<file path="src/hdl/ata_cmd_pkg.sv">
// package: constants, types and timer decode for the idle and geometry command block
package ata_cmd_pkg;

	// command opcodes
	localparam logic [7:0] OP_IDLE_A      = 8'he3;
	localparam logic [7:0] OP_IDLE_B      = 8'h97;
	localparam logic [7:0] OP_IDLE_IMM_A  = 8'he1;
	localparam logic [7:0] OP_IDLE_IMM_B  = 8'h95;
	localparam logic [7:0] OP_INIT_PARAMS = 8'h91;

	// register byte offsets on the avalon slave
	localparam logic [7:0] OFS_SECTOR_COUNT   = 8'h00;
	localparam logic [7:0] OFS_DEVICE_HEAD    = 8'h04;
	localparam logic [7:0] OFS_COMMAND        = 8'h08;
	localparam logic [7:0] OFS_ERROR_FLAGS    = 8'h0c;
	localparam logic [7:0] OFS_COMMAND_STATUS = 8'h10;
	localparam logic [7:0] OFS_FEATURE_OPT    = 8'h14;
	localparam logic [7:0] OFS_GEOMETRY       = 8'h18;
	localparam logic [7:0] OFS_POWER          = 8'h1c;
	localparam logic [7:0] OFS_IDENT_SUM      = 8'h20;
	localparam logic [7:0] OFS_IDENT_W129     = 8'h24;
	localparam logic [7:0] OFS_IDENT_W255     = 8'h28;
	localparam logic [7:0] OFS_IRQ_STATUS     = 8'h2c;
	localparam logic [7:0] OFS_IRQ_CLEAR      = 8'h30;
	localparam logic [7:0] OFS_IRQ_ENABLE     = 8'h34;
	localparam logic [7:0] OFS_SOFT_RESET     = 8'h38;
	localparam logic [7:0] OFS_HOST_ACCESS    = 8'h3c;

	// field positions
	localparam int ST_BSY_BIT  = 7;
	localparam int ST_RDY_BIT  = 6;
	localparam int ST_DSC_BIT  = 4;
	localparam int ST_ERR_BIT  = 0;
	localparam int ERR_ABT_BIT = 2;
	localparam int OPT_REVERT_BIT = 2;
	localparam int IRQ_DONE_BIT    = 0;
	localparam int IRQ_ABORT_BIT   = 1;
	localparam int IRQ_STANDBY_BIT = 2;
	localparam int IRQ_W = 3;

	// values after reset, and the identify signature
	localparam logic [7:0] RST_SPT       = 8'h3f;
	localparam logic [3:0] RST_HEADS_M1  = 4'hf;
	localparam logic [3:0] RST_FEAT_OPT  = 4'h0;
	localparam logic [7:0] ID_SIGNATURE  = 8'ha5;

	// timer: every interval is a whole number of 5 s ticks
	localparam int CLK_HZ            = 50_000_000;
	localparam int TIMER_UNIT_S      = 5;
	localparam int TIMER_UNIT_CYCLES = CLK_HZ * TIMER_UNIT_S;
	localparam logic [7:0]  TMO_LINEAR_MAX = 8'd240;
	localparam logic [7:0]  TMO_HALFHR_MAX = 8'd251;
	localparam logic [15:0] TICKS_HALF_HOUR = 16'h0168;
	localparam logic [15:0] TICKS_21M       = 16'h00fc;
	localparam logic [15:0] TICKS_8H        = 16'h1680;
	localparam logic [15:0] TICKS_21M10S    = 16'h00fe;
	localparam logic [15:0] TICKS_21M15S    = 16'h00ff;

	typedef enum logic [1:0] {
		ST_READY = 2'b00,
		ST_EXEC  = 2'b01,
		ST_SPIN  = 2'b10,
		ST_DONE  = 2'b11
	} cmd_state_e;

	typedef enum logic [1:0] {
		PWR_STANDBY = 2'b00,
		PWR_IDLE    = 2'b01
	} pwr_mode_e;

	typedef struct packed {
		logic [3:0] heads_m1;
		logic [7:0] spt;
	} geometry_s;

	// sector count value to 5 s ticks
	function automatic logic [15:0] timeout_ticks(input logic [7:0] v);
		logic [15:0] t;
		t = 16'h0000;
		if (v <= TMO_LINEAR_MAX) begin
			t = {8'h00, v};
		end else if (v <= TMO_HALFHR_MAX) begin
			t = 16'((v - TMO_LINEAR_MAX) * TICKS_HALF_HOUR);
		end else begin
			case (v[1:0])
				2'b00:   t = TICKS_21M;
				2'b01:   t = TICKS_8H;
				2'b10:   t = TICKS_21M10S;
				default: t = TICKS_21M15S;
			endcase
		end
		return t;
	endfunction

endpackage

</file>
<file path="src/hdl/ata_idle_geom.sv">
// idle, idle immediate and geometry command handling with standby timer and identify words
//
// Decided for this implementation: the register offsets and the Avalon-MM slave port.
`timescale 1ns/100ps

// Contract
// [RQ1] idle opcode: enter idle, load, start timer
// [RQ2] spin up unless spindle already at speed
// [RQ3] zero timer value disables auto standby
// [RQ4] 1-240 times 5 s; 241-251 half hours
// [RQ5] 252..255 decode to fixed special intervals
// [RQ6] expiry without host access enters standby
// [RQ7] host access restarts full interval
// [RQ8] idle immediate keeps stored timer value
// [RQ9] idle keeps spindle at speed, ready
// [RQ10] geometry command stores sectors and heads
// [RQ11] zero sectors per track means zero
// [RQ12] head field holds heads minus one, 0-15
// [RQ13] geometry holds unless reverting reset
// [RQ14] host picks geometry with legal cylinders
// [RQ15] word 129 reports current feature options
// [RQ16] word 255: checksum high, signature low
// [RQ17] bad command aborts; busy clears at end
module ata_idle_geom import ata_cmd_pkg::*; #(
	parameter int TICK_CYCLES = TIMER_UNIT_CYCLES
) (
	// clock and reset
	input  wire logic        ref_clk,
	input  wire logic        rst,
	// avalon-mm slave
	input  wire logic [7:0]  avs_address,
	input  wire logic        avs_read,
	input  wire logic        avs_write,
	input  wire logic [3:0]  avs_byteenable,
	input  wire logic [31:0] avs_writedata,
	output logic      [31:0] avs_readdata,
	output logic             avs_waitrequest,
	// drive pins
	input  wire logic        spindle_at_speed,
	input  wire logic        hard_reset_n,
	output logic             spindle_run,
	output logic             irq
);

	cmd_state_e  state;
	pwr_mode_e   pwr;
	geometry_s   geom;
	logic [7:0]  sector_count;
	logic [7:0]  device_head;
	logic [7:0]  opcode;
	logic [7:0]  cmd_sc;
	logic [3:0]  cmd_head;
	logic [7:0]  error_flags;
	logic        err;
	logic [3:0]  feat_opt;
	logic [31:0] ident_sum;
	logic [15:0] standby_reload;
	logic [15:0] standby_left;
	logic [27:0] presc;
	logic [IRQ_W-1:0] irq_status;
	logic [IRQ_W-1:0] irq_enable;
	logic [IRQ_W-1:0] irq_set;
	logic        speed_meta, speed_s;
	logic        hrst_meta, hrst_s;
	logic        bus_wr, bus_rd_take, host_access, reset_evt;
	logic        cmd_go, op_idle, op_imm, op_init, tick, expire;
	logic [7:0]  command_status;
	logic [15:0] word129, word255;
	logic [7:0]  cksum;
	logic [31:0] next_readdata;

	function automatic logic [31:0] merge(input logic [31:0] old, input logic [31:0] wd, input logic [3:0] be);
		logic [31:0] r;
		r = old;
		for (int i = 0; i < 4; i++) begin
			if (be[i]) begin
				r[i*8 +: 8] = wd[i*8 +: 8];
			end
		end
		return r;
	endfunction

	// pins cross into ref_clk through two flops
	always_ff @(posedge ref_clk) begin
		if (rst) begin
			speed_meta <= 1'b0;
			speed_s    <= 1'b0;
			hrst_meta  <= 1'b1;
			hrst_s     <= 1'b1;
		end else begin
			speed_meta <= spindle_at_speed;
			speed_s    <= speed_meta;
			hrst_meta  <= hard_reset_n;
			hrst_s     <= hrst_meta;
		end
	end

	// one wait cycle per access: writes taken at the edge where waitrequest is seen low, read data captured at the edge before
	always_ff @(posedge ref_clk) begin
		if (rst) begin
			avs_waitrequest <= 1'b1;
		end else if ((avs_read || avs_write) && avs_waitrequest) begin
			avs_waitrequest <= 1'b0;
		end else begin
			avs_waitrequest <= 1'b1;
		end
	end

	assign bus_wr      = avs_write && !avs_waitrequest;
	assign bus_rd_take = avs_read && avs_waitrequest;
	assign cmd_go      = bus_wr && avs_address == OFS_COMMAND && avs_byteenable[0] && state == ST_READY;
	assign host_access = cmd_go || (bus_wr && avs_address == OFS_HOST_ACCESS);
	assign reset_evt   = !hrst_s || (bus_wr && avs_address == OFS_SOFT_RESET);
	assign op_idle     = opcode == OP_IDLE_A || opcode == OP_IDLE_B;
	assign op_imm      = opcode == OP_IDLE_IMM_A || opcode == OP_IDLE_IMM_B;
	assign op_init     = opcode == OP_INIT_PARAMS;
	assign tick        = presc == 28'(TICK_CYCLES - 1);
	assign expire      = pwr == PWR_IDLE && standby_reload != 16'h0000 && standby_left == 16'h0000; // RQ3 RQ6

	// task file registers written by the host
	always_ff @(posedge ref_clk) begin
		if (rst) begin
			sector_count <= 8'h00;
			device_head  <= 8'h00;
			feat_opt     <= RST_FEAT_OPT;
			ident_sum    <= 32'h0000_0000;
			irq_enable   <= '0;
		end else if (bus_wr) begin
			case (avs_address)
				// narrow registers live in lane 0 only
				OFS_SECTOR_COUNT: begin
					if (avs_byteenable[0]) begin
						sector_count <= avs_writedata[7:0];
					end
				end
				OFS_DEVICE_HEAD: begin
					if (avs_byteenable[0]) begin
						device_head <= avs_writedata[7:0];
					end
				end
				OFS_FEATURE_OPT: begin
					if (avs_byteenable[0]) begin
						feat_opt <= avs_writedata[3:0];
					end
				end
				OFS_IDENT_SUM:    ident_sum    <= merge(ident_sum, avs_writedata, avs_byteenable);
				OFS_IRQ_ENABLE: begin
					if (avs_byteenable[0]) begin
						irq_enable <= avs_writedata[IRQ_W-1:0];
					end
				end
				default: ;
			endcase
		end
	end

	// command sequencer; writes to the command register while busy are dropped
	always_ff @(posedge ref_clk) begin
		if (rst) begin
			state    <= ST_READY;
			opcode   <= 8'h00;
			cmd_sc   <= 8'h00;
			cmd_head <= 4'h0;
		end else if (reset_evt) begin
			state <= ST_READY;
		end else begin
			case (state)
				ST_READY: begin
					if (cmd_go) begin
						opcode   <= avs_writedata[7:0];
						cmd_sc   <= sector_count;
						cmd_head <= device_head[3:0]; // RQ12
						state    <= ST_EXEC;
					end
				end
				ST_EXEC: begin
					if ((op_idle || op_imm) && !speed_s) begin
						state <= ST_SPIN; // RQ2
					end else begin
						state <= ST_DONE; // RQ2 RQ9
					end
				end
				ST_SPIN: begin
					if (speed_s) begin
						state <= ST_DONE;
					end
				end
				ST_DONE: state <= ST_READY; // RQ17
				default: state <= ST_READY;
			endcase
		end
	end

	// error and error status, cleared when a new command starts
	always_ff @(posedge ref_clk) begin
		if (rst) begin
			error_flags <= 8'h00;
			err         <= 1'b0;
		end else if (cmd_go) begin
			error_flags <= 8'h00;
			err         <= 1'b0;
		end else if (state == ST_EXEC && !(op_idle || op_imm || op_init)) begin
			error_flags[ERR_ABT_BIT] <= 1'b1; // RQ17
			err                      <= 1'b1; // RQ17
		end
	end

	// power mode and spindle drive
	always_ff @(posedge ref_clk) begin
		if (rst) begin
			pwr         <= PWR_STANDBY;
			spindle_run <= 1'b0;
		end else if (state == ST_EXEC && (op_idle || op_imm)) begin
			pwr         <= PWR_IDLE; // RQ1 RQ8
			spindle_run <= 1'b1;     // RQ2 RQ9
		end else if (expire && state == ST_READY && !host_access) begin
			pwr         <= PWR_STANDBY; // RQ6
			spindle_run <= 1'b0;
		end
	end

	// standby timer; prescaler only runs while a countdown is live
	always_ff @(posedge ref_clk) begin
		if (rst) begin
			standby_reload <= 16'h0000;
			standby_left   <= 16'h0000;
			presc          <= 28'h0000000;
		end else if (state == ST_EXEC && op_idle) begin
			standby_reload <= timeout_ticks(cmd_sc); // RQ1 RQ4 RQ5
			standby_left   <= timeout_ticks(cmd_sc); // RQ1
			presc          <= 28'h0000000;
		end else if (host_access) begin
			standby_left <= standby_reload; // RQ7
			presc        <= 28'h0000000;
		end else if (pwr == PWR_IDLE && standby_left != 16'h0000) begin
			presc <= tick ? 28'h0000000 : presc + 28'h0000001;
			if (tick) begin
				standby_left <= standby_left - 16'h0001;
			end
		end
	end

	// geometry is kept across hard and soft resets unless the reverting option is enabled; rst always reloads it
	always_ff @(posedge ref_clk) begin
		if (rst) begin
			geom.spt      <= RST_SPT;
			geom.heads_m1 <= RST_HEADS_M1;
		end else if (reset_evt) begin
			if (feat_opt[OPT_REVERT_BIT]) begin
				geom.spt      <= RST_SPT; // RQ13
				geom.heads_m1 <= RST_HEADS_M1;
			end
		end else if (state == ST_EXEC && op_init) begin
			geom.spt      <= cmd_sc;   // RQ10 RQ11
			geom.heads_m1 <= cmd_head; // RQ10
		end
	end

	// identify words; ident_sum carries all bytes 0..509 except words 55, 56 and 129
	assign word129 = {12'h000, feat_opt}; // RQ15
	assign cksum   = 8'(8'h00 - (ident_sum[7:0] + {4'h0, geom.heads_m1} + 8'h01 + geom.spt
	                 + {4'h0, feat_opt} + ID_SIGNATURE));
	assign word255 = {cksum, ID_SIGNATURE}; // RQ16

	always_comb begin
		command_status = 8'h00;
		command_status[ST_BSY_BIT] = state != ST_READY; // RQ17
		command_status[ST_RDY_BIT] = state == ST_READY;
		command_status[ST_DSC_BIT] = speed_s;
		command_status[ST_ERR_BIT] = err;
	end

	// sticky interrupt status, a set in the clear cycle wins
	assign irq_set = {expire && state == ST_READY && !host_access && pwr == PWR_IDLE,
	                  state == ST_DONE && err, state == ST_DONE};

	always_ff @(posedge ref_clk) begin
		if (rst) begin
			irq_status <= '0;
		end else if (bus_wr && avs_address == OFS_IRQ_CLEAR) begin
			irq_status <= (irq_status & ~avs_writedata[IRQ_W-1:0]) | irq_set;
		end else begin
			irq_status <= irq_status | irq_set;
		end
	end

	always_ff @(posedge ref_clk) begin
		if (rst) begin
			irq <= 1'b0;
		end else begin
			irq <= |(irq_status & irq_enable);
		end
	end

	// read mux; unmapped and write-only offsets read zero
	always_comb begin
		next_readdata = 32'h0000_0000;
		case (avs_address)
			OFS_SECTOR_COUNT:   next_readdata = {24'h0, sector_count};
			OFS_DEVICE_HEAD:    next_readdata = {24'h0, device_head};
			OFS_ERROR_FLAGS:    next_readdata = {24'h0, error_flags};
			OFS_COMMAND_STATUS: next_readdata = {24'h0, command_status};
			OFS_FEATURE_OPT:    next_readdata = {28'h0, feat_opt};
			OFS_GEOMETRY:       next_readdata = {20'h0, geom};
			OFS_POWER:          next_readdata = {standby_left, 7'h00, standby_reload != 16'h0000, 6'h00, pwr};
			OFS_IDENT_SUM:      next_readdata = ident_sum;
			OFS_IDENT_W129:     next_readdata = {16'h0, word129};
			OFS_IDENT_W255:     next_readdata = {16'h0, word255};
			OFS_IRQ_STATUS:     next_readdata = {29'h0, irq_status};
			OFS_IRQ_ENABLE:     next_readdata = {29'h0, irq_enable};
			default:            next_readdata = 32'h0000_0000;
		endcase
	end

	always_ff @(posedge ref_clk) begin
		if (rst) begin
			avs_readdata <= 32'h0000_0000;
		end else if (bus_rd_take) begin
			avs_readdata <= next_readdata;
		end
	end
endmodule

</file>
<file path="config.mk">
export PLATFORM = sky130hd
export DESIGN_NAME = ata_idle_geom
export DESIGN_NICKNAME = d
export VERILOG_FILES = /design/src/hdl/ata_cmd_pkg.sv /design/src/hdl/ata_idle_geom.sv
export SDC_FILE = /design/constraint.sdc
export NUM_CORES = 1
export LEC_CHECK = 0
export CAP_MARGIN = 25
export CELL_PAD_IN_SITES_DETAIL_PLACEMENT = 1
export CELL_PAD_IN_SITES_GLOBAL_PLACEMENT = 1
export CORE_MARGIN = 2
export CORE_UTILIZATION = 52
export CTS_BUF_LIST = sky130_fd_sc_hd__clkbuf_16
export CTS_CLUSTER_SIZE = 14
export DETAILED_ROUTE_END_ITERATION = 12
export DONT_BUFFER_PORTS = 1
export GPL_TIMING_DRIVEN = 0
export HOLD_SLACK_MARGIN = 0.08
export PLACE_DENSITY = 0.88
export SETUP_SLACK_MARGIN = 0.3
export SLEW_MARGIN = 20
export SYNTH_ARGS = -nofsm -noshare
export SYNTH_HDL_FRONTEND = slang
export SYNTH_SLANG_ARGS = --single-unit
export TNS_END_PERCENT = 1
</file>
<file path="constraint.sdc">
create_clock -name ref_clk -period 7.6 [get_ports ref_clk]
set_input_delay 0.76 -clock ref_clk [delete_from_list [all_inputs] [get_ports ref_clk]]
set_output_delay 0.76 -clock ref_clk [all_outputs]
set_load 0.005 [all_outputs]
</file>
Word level (Yosys, flattened, before mapping)
Index checks and enable logic that the tools add are counted.
{ "op_classes": {"n_addsub": 9, "n_mul": 1, "magnitude_cmp": 2, "eq_ne": 29, "muxes": 22, "bitwise_logic": 6, "reduce_logical": 61} }
{ "ops": {"columns": ["operator", "n"], "rows": [
  ["one-hot mux 32 bit (11 select lines)", 1],
  ["2-to-1 mux 16 bit", 6],
  ["== test 8 x 6 -> 1 bit (second input constant)", 8],
  ["== test 8 bit (second input constant)", 5],
  ["one-hot mux 13 bit (3 select lines)", 1],
  ["2-to-1 mux 12 bit", 3],
  ["== test 8 x 5 -> 1 bit (second input constant)", 4],
  ["nonzero test 16 bit", 2],
  ["adder 28 x 1 -> 28 bit (second input constant)", 1],
  ["== test 28 bit (second input constant)", 1],
  ["2-to-1 mux 28 bit", 1],
  ["AND reduction 3 bit", 9],
  ["logical AND 1 bit", 21],
  ["adder 8 x 4 -> 8 bit", 2],
  ["== test 8 x 4 -> 1 bit (second input constant)", 2],
  ["<= comparator 8 bit (second input constant)", 2],
  ["zero test 16 bit", 1],
  ["multiplier 16 x 6 -> 13 bit (second input constant)", 1],
  ["subtractor 16 x 1 -> 16 bit (second input constant)", 1],
  ["subtractor 8 x 8 -> 9 bit (second input constant)", 1],
  ["adder 8 x 1 -> 8 bit (second input constant)", 1],
  ["adder 8 bit", 1],
  ["adder 8 bit (second input constant)", 1],
  ["== test 8 x 3 -> 1 bit (second input constant)", 1],
  ["21 further kinds", 53]
]} }
{ "totals": {"reg_bits": 193, "output_inout_bits": 35} }

Longest topological paths before layout
{ "depth": {"word_depth": 11, "depth_mapped": 15, "mapped_depth_nobuf": 15} }

Least setup slack after synthesis
Ideal clock, no wire load.
{ "synth_path": {"path_type": "reg2reg", "startpoint": "register cmd_sc[4]", "endpoint": "register standby_left[15]", "setup_ns": 0.074, "t_arrival_ns": 3.529, "path_slack_ns": 3.997, "stages_incl_launch_ff": 15, "n_path_buf": 0, "path_cell_list": "dfxtp_1 -> ha_1 -> xor2_1 -> ha_1 -> inv_1 -> fa_1 -> fa_1 -> inv_1 -> ha_1 -> nor2b_1 -> o31a_1 -> o221a_2 -> o21ai_0 -> nand3b_1 -> a31oi_1"} }
{ "synth_via": {"elab_chain_cells": 5, "elab_cells_between_ends": 7, "classes_between": "add/sub (1); mul (1); order compare (2); mux (3)"} }
{ "synth_rtl": {"columns": ["element", "line_no", "source"], "rows": [
  ["start, declared", "ata_idle_geom.sv:51", "logic [7:0] cmd_sc;"],
  ["start signal, assigned", "ata_idle_geom.sv:171", "cmd_sc <= sector_count;"],
  ["subtractor 8 x 8 -> 9 bit", "ata_cmd_pkg.sv:83", "t = 16'((v - TMO_LINEAR_MAX) * TICKS_HALF_HOUR);"],
  ["multiplier 16 x 6 -> 13 bit", "ata_cmd_pkg.sv:83", null],
  ["2-to-1 mux 16 bit", "ata_cmd_pkg.sv:82", "end else if (v <= TMO_HALFHR_MAX) begin"],
  ["2-to-1 mux 16 bit (*)", "ata_cmd_pkg.sv:80", "if (v <= TMO_LINEAR_MAX) begin"],
  ["2-to-1 mux 16 bit (*)", "ata_idle_geom.sv:228", "end else if (state == ST_EXEC && op_idle) begin"],
  ["end signal, assigned", "ata_idle_geom.sv:230", "standby_left <= timeout_ticks(cmd_sc);"],
  ["end signal, assigned", "ata_idle_geom.sv:233", "standby_left <= standby_reload;"],
  ["end signal, assigned", "ata_idle_geom.sv:238", "standby_left <= standby_left - 16'h0001;"],
  ["end, declared", "ata_idle_geom.sv:58", "logic [15:0] standby_left;"]
]} }
Mark *: on every way between the ends. The rest lies on a longest branch, timed or not.
A chain may end at the register's enable or synchronous reset.

Final worst setup path
Ends and elaborated chain as after synthesis.

==> flow_metrics.tcl <==
set metrics [dict create \
    pwr-share-comb 0.042 \
    wl_um 34220 \
    path_delay_family "adder cells" \
    fin_crit_sh 0.5725 \
    fin_util 0.5756 \
    worst-setup-path-type "reg2reg" \
    power_mw 2.020 \
    grt_use_total 0.3359 \
    cp.required_ns 7.97 \
    ys.flop_type "dfxtp_1" \
    core-area_um2 19330 \
    dieArea_um2 20730 \
    relSlewSlack 0.4042 \
    cp-start-kind "register" \
    die_w_um 144.0 \
    status "finished, final reports clean" \
    crit_chain "ha_1, nand3_1, ha_1, inv_1, fa_1, fa_1, inv_1, ha_1, or3_1, o221a_2, o21ai_0, nand3b_1, a31oi_1" \
    syn_inst 1230 \
    finalCriticalPeriod_ns 4.351 \
    ant_nets 0 \
    dieHeight_um 144.0 \
    grt_antenna_before_repair 0 \
    worstPathMaxFanout 7 \
    drt_iter0_markers 790 \
    setup_tns_ns 0 \
    port_buffers 0 \
    drtPass1Iterations 7 \
    initial_core_util 0.5271 \
    holdWs_ns 0.4066 \
    fmax_mhz 229.8 \
    ys_types 71 \
    synth_edf_count 0 \
    io_pins 85 \
    gp_congestion 0.9645 \
    async_reset_ff_frac 0 \
    syn_nets 1344 \
    cts_resized 0 \
    syn_to_final_growth_pct 9.208 \
    cts_buffer_depth 2 \
    root_buffer "clkbuf_16" \
    skew_ns 0.01473 \
    cts_buffers 17 \
    grt_max_degree 19 \
    rsz0062_at_grt "no" \
    slowest_stage "dfxtp_1" \
    worst-path-buf-inv 2 \
    fp-row-count 51 \
    path_common_cell "ha_1" \
    dpl.hpwl_um 25380 \
    slew_violations 0 \
    cts.sinks 192 \
    ys_warn_count 0 \
    cts_tree "yes" \
    cp_slowest_stage_delay_ns 0.57 \
    ctsHoldBuffers 0 \
    clk_pin_slew_ns 0.08 \
    layout-drive-gt1-share 0.05696 \
    min_path_type "reg2reg" \
    tightest_slew_ns 0.8913 \
    clkPwrFrac 0.448 \
    arrival_ns 4.72 \
    antenna_cells 0 \
    grt_pass1_wl_um 53160 \
    ys_seq_area_frac 0.3772 \
    max-vdd-ir-drop_v 0.0001550 \
    power_switching_mw 0.5161 \
    post_drt_wl_per_cell_um 22.38 \
    worst_setup_path_end_kind "register" \
    drv_cap 0 \
    leakagePower_nw 4.123 \
    yosys-top-cells-area "dfxtp_1, ha_1, a21oi_1" \
    post_drt_via_cell_ratio 6.313 \
    synth_top_area_share 0.3772 \
    hold_viol_final 0 \
    setup_violations 0 \
    vias 9653 \
    drc_errors 0 \
    grt_overflow 0 \
    seqPwrFrac 0.509 \
    syn-mean-instance-area_um2 8.285 \
    htree_levels 4 \
    synth_top_area_cell "dfxtp_1" \
    grt_pass1_vias 9635 \
    ys_ff_latch 192 \
    synth_area_um2 10190 \
    postCtsSetupBuffers 0 \
    finalWorstSetupSlack_ns 3.249 \
    power.internal_mw 1.504 \
    clock_latency_ns 0.45 \
    layout.nets 1365 \
    place_ws_ns 3.324 \
    power_density_nw_per_um2 181.5 \
    swShare 0.2555 \
]
## cell type report
| class | count | area [um2] |
|---|---|---|
| Timing Repair Buffer | 2 | 20.02 |
| Inverter | 73 | 274.0 |
| Clock buffer | 17 | 425.4 |
| Fill cell | 2349 | 8205 |
| Buffer | 68 | 296.5 |
| Clock inverter | 15 | 148.9 |
| Multi-Input combinational cell | 897 | 5789 |
| Tap cell | 265 | 331.6 |
| Sequential cell | 192 | 3844 |
## flip-flops by register name, indices dropped and copies added (netlist names), 2 cells and up
name            cells
feat_opt            4
irq_enable          3
irq_status          3
ident_sum          32
standby_reload     16
avs_readdata       32
sector_count        8
geom               12
cmd_head            4
state               2
presc              28
cmd_sc              8
opcode              8
standby_left       16
device_head         8
## synth_stat cells, types with 3 or more instances
cell / count
o211ai_1: 14
nand3_1: 72
o21a_1: 10
a21oi_1: 100
nor3b_1: 3
nor2b_1: 7
nor4_1: 9
and3_1: 10
a211oi_1: 7
a221oi_1: 23
fa_1: 23
o22ai_1: 11
o21ai_0: 36
nand2b_1: 4
xnor2_1: 29
a31oi_1: 19
clkbuf_1: 48
ha_1: 41
nand2_1: 127
o21ai_1: 13
a21o_1: 6
nand4_1: 16
or3_1: 8
nor2_1: 131
a22oi_1: 9
xor2_1: 22
inv_1: 73
nor3_1: 48
dfxtp_1: 192
or2_2: 3
and4_1: 7
buf_2: 14
and2_1: 8
nor4bb_1: 3
a222oi_1: 3
mux2i_1: 35
nand3b_1: 4
## path summary, 6_finish.rpt
check / from / endpoint / slack [ns] / cells past startpoint
max: cmd_sc[4] / standby_left[15] / 3.25 / 13
min: hrst_meta / hrst_s / 0.41 / 1
max reg2reg: cmd_sc[4] / standby_left[15] / 3.25 / 13
min reg2reg: hrst_meta / hrst_s / 0.41 / 1
## power by group through the flow
stage          logic (mW)  clock network (mW)  registers, mW
2_1_floorplan      0.0559                   0           1.05
4_1_cts            0.0840               0.900           1.03
6_report           0.0857               0.905           1.03
3_3_place_gp       0.0795                   0           1.05
5_1_grt            0.0927               0.944           1.03
3_5_place_dp       0.0823                   0           1.05
## cell usage in the layout (no fill, tap or decap), types with 23 or more instances in the layout
master / instances
a21oi_1: 100
a221oi_1: 23
clkbuf_1: 48
dfxtp_1: 192
fa_1: 23
ha_1: 41
inv_1: 75
mux2i_1: 35
nand2_1: 127
nand3_1: 72
nor2_1: 131
nor3_1: 48
o21ai_0: 36
xnor2_1: 29
## stage by stage
stage | cells | instance area, um2
after floorplan | 1230 | 10190
after global placement | 1495 | 10520
after detailed placement | 1495 | 10540
after CTS | 1527 | 11110
after global routing | 1529 | 11130
final | 1529 | 11130
## logic make-up (layout without fill, tap and decap cells)
kind of cell               Yosys count  in the layout  share of synthesized area
muxes                               36             36                    0.03548
xor gates and xnor gates            51             51                    0.04383
AOI/OAI and AO/OA                  273            273                     0.1710
DFF                                192            192                     0.3772
adders and majority gates           64             64                    0.09552
buffers and inverters              141            175                    0.05598
and+or+nand+nor                    473            473                     0.2210
## routing by layer
metal / part of all wire / track usage
met2: 0.45 / 0.5351
met5: 0 / 0
met4: 0.028 / 0.1238
met3: 0.089 / 0.08212
met1: 0.43 / 0.4436
Power figures use the tool's default switching activity.
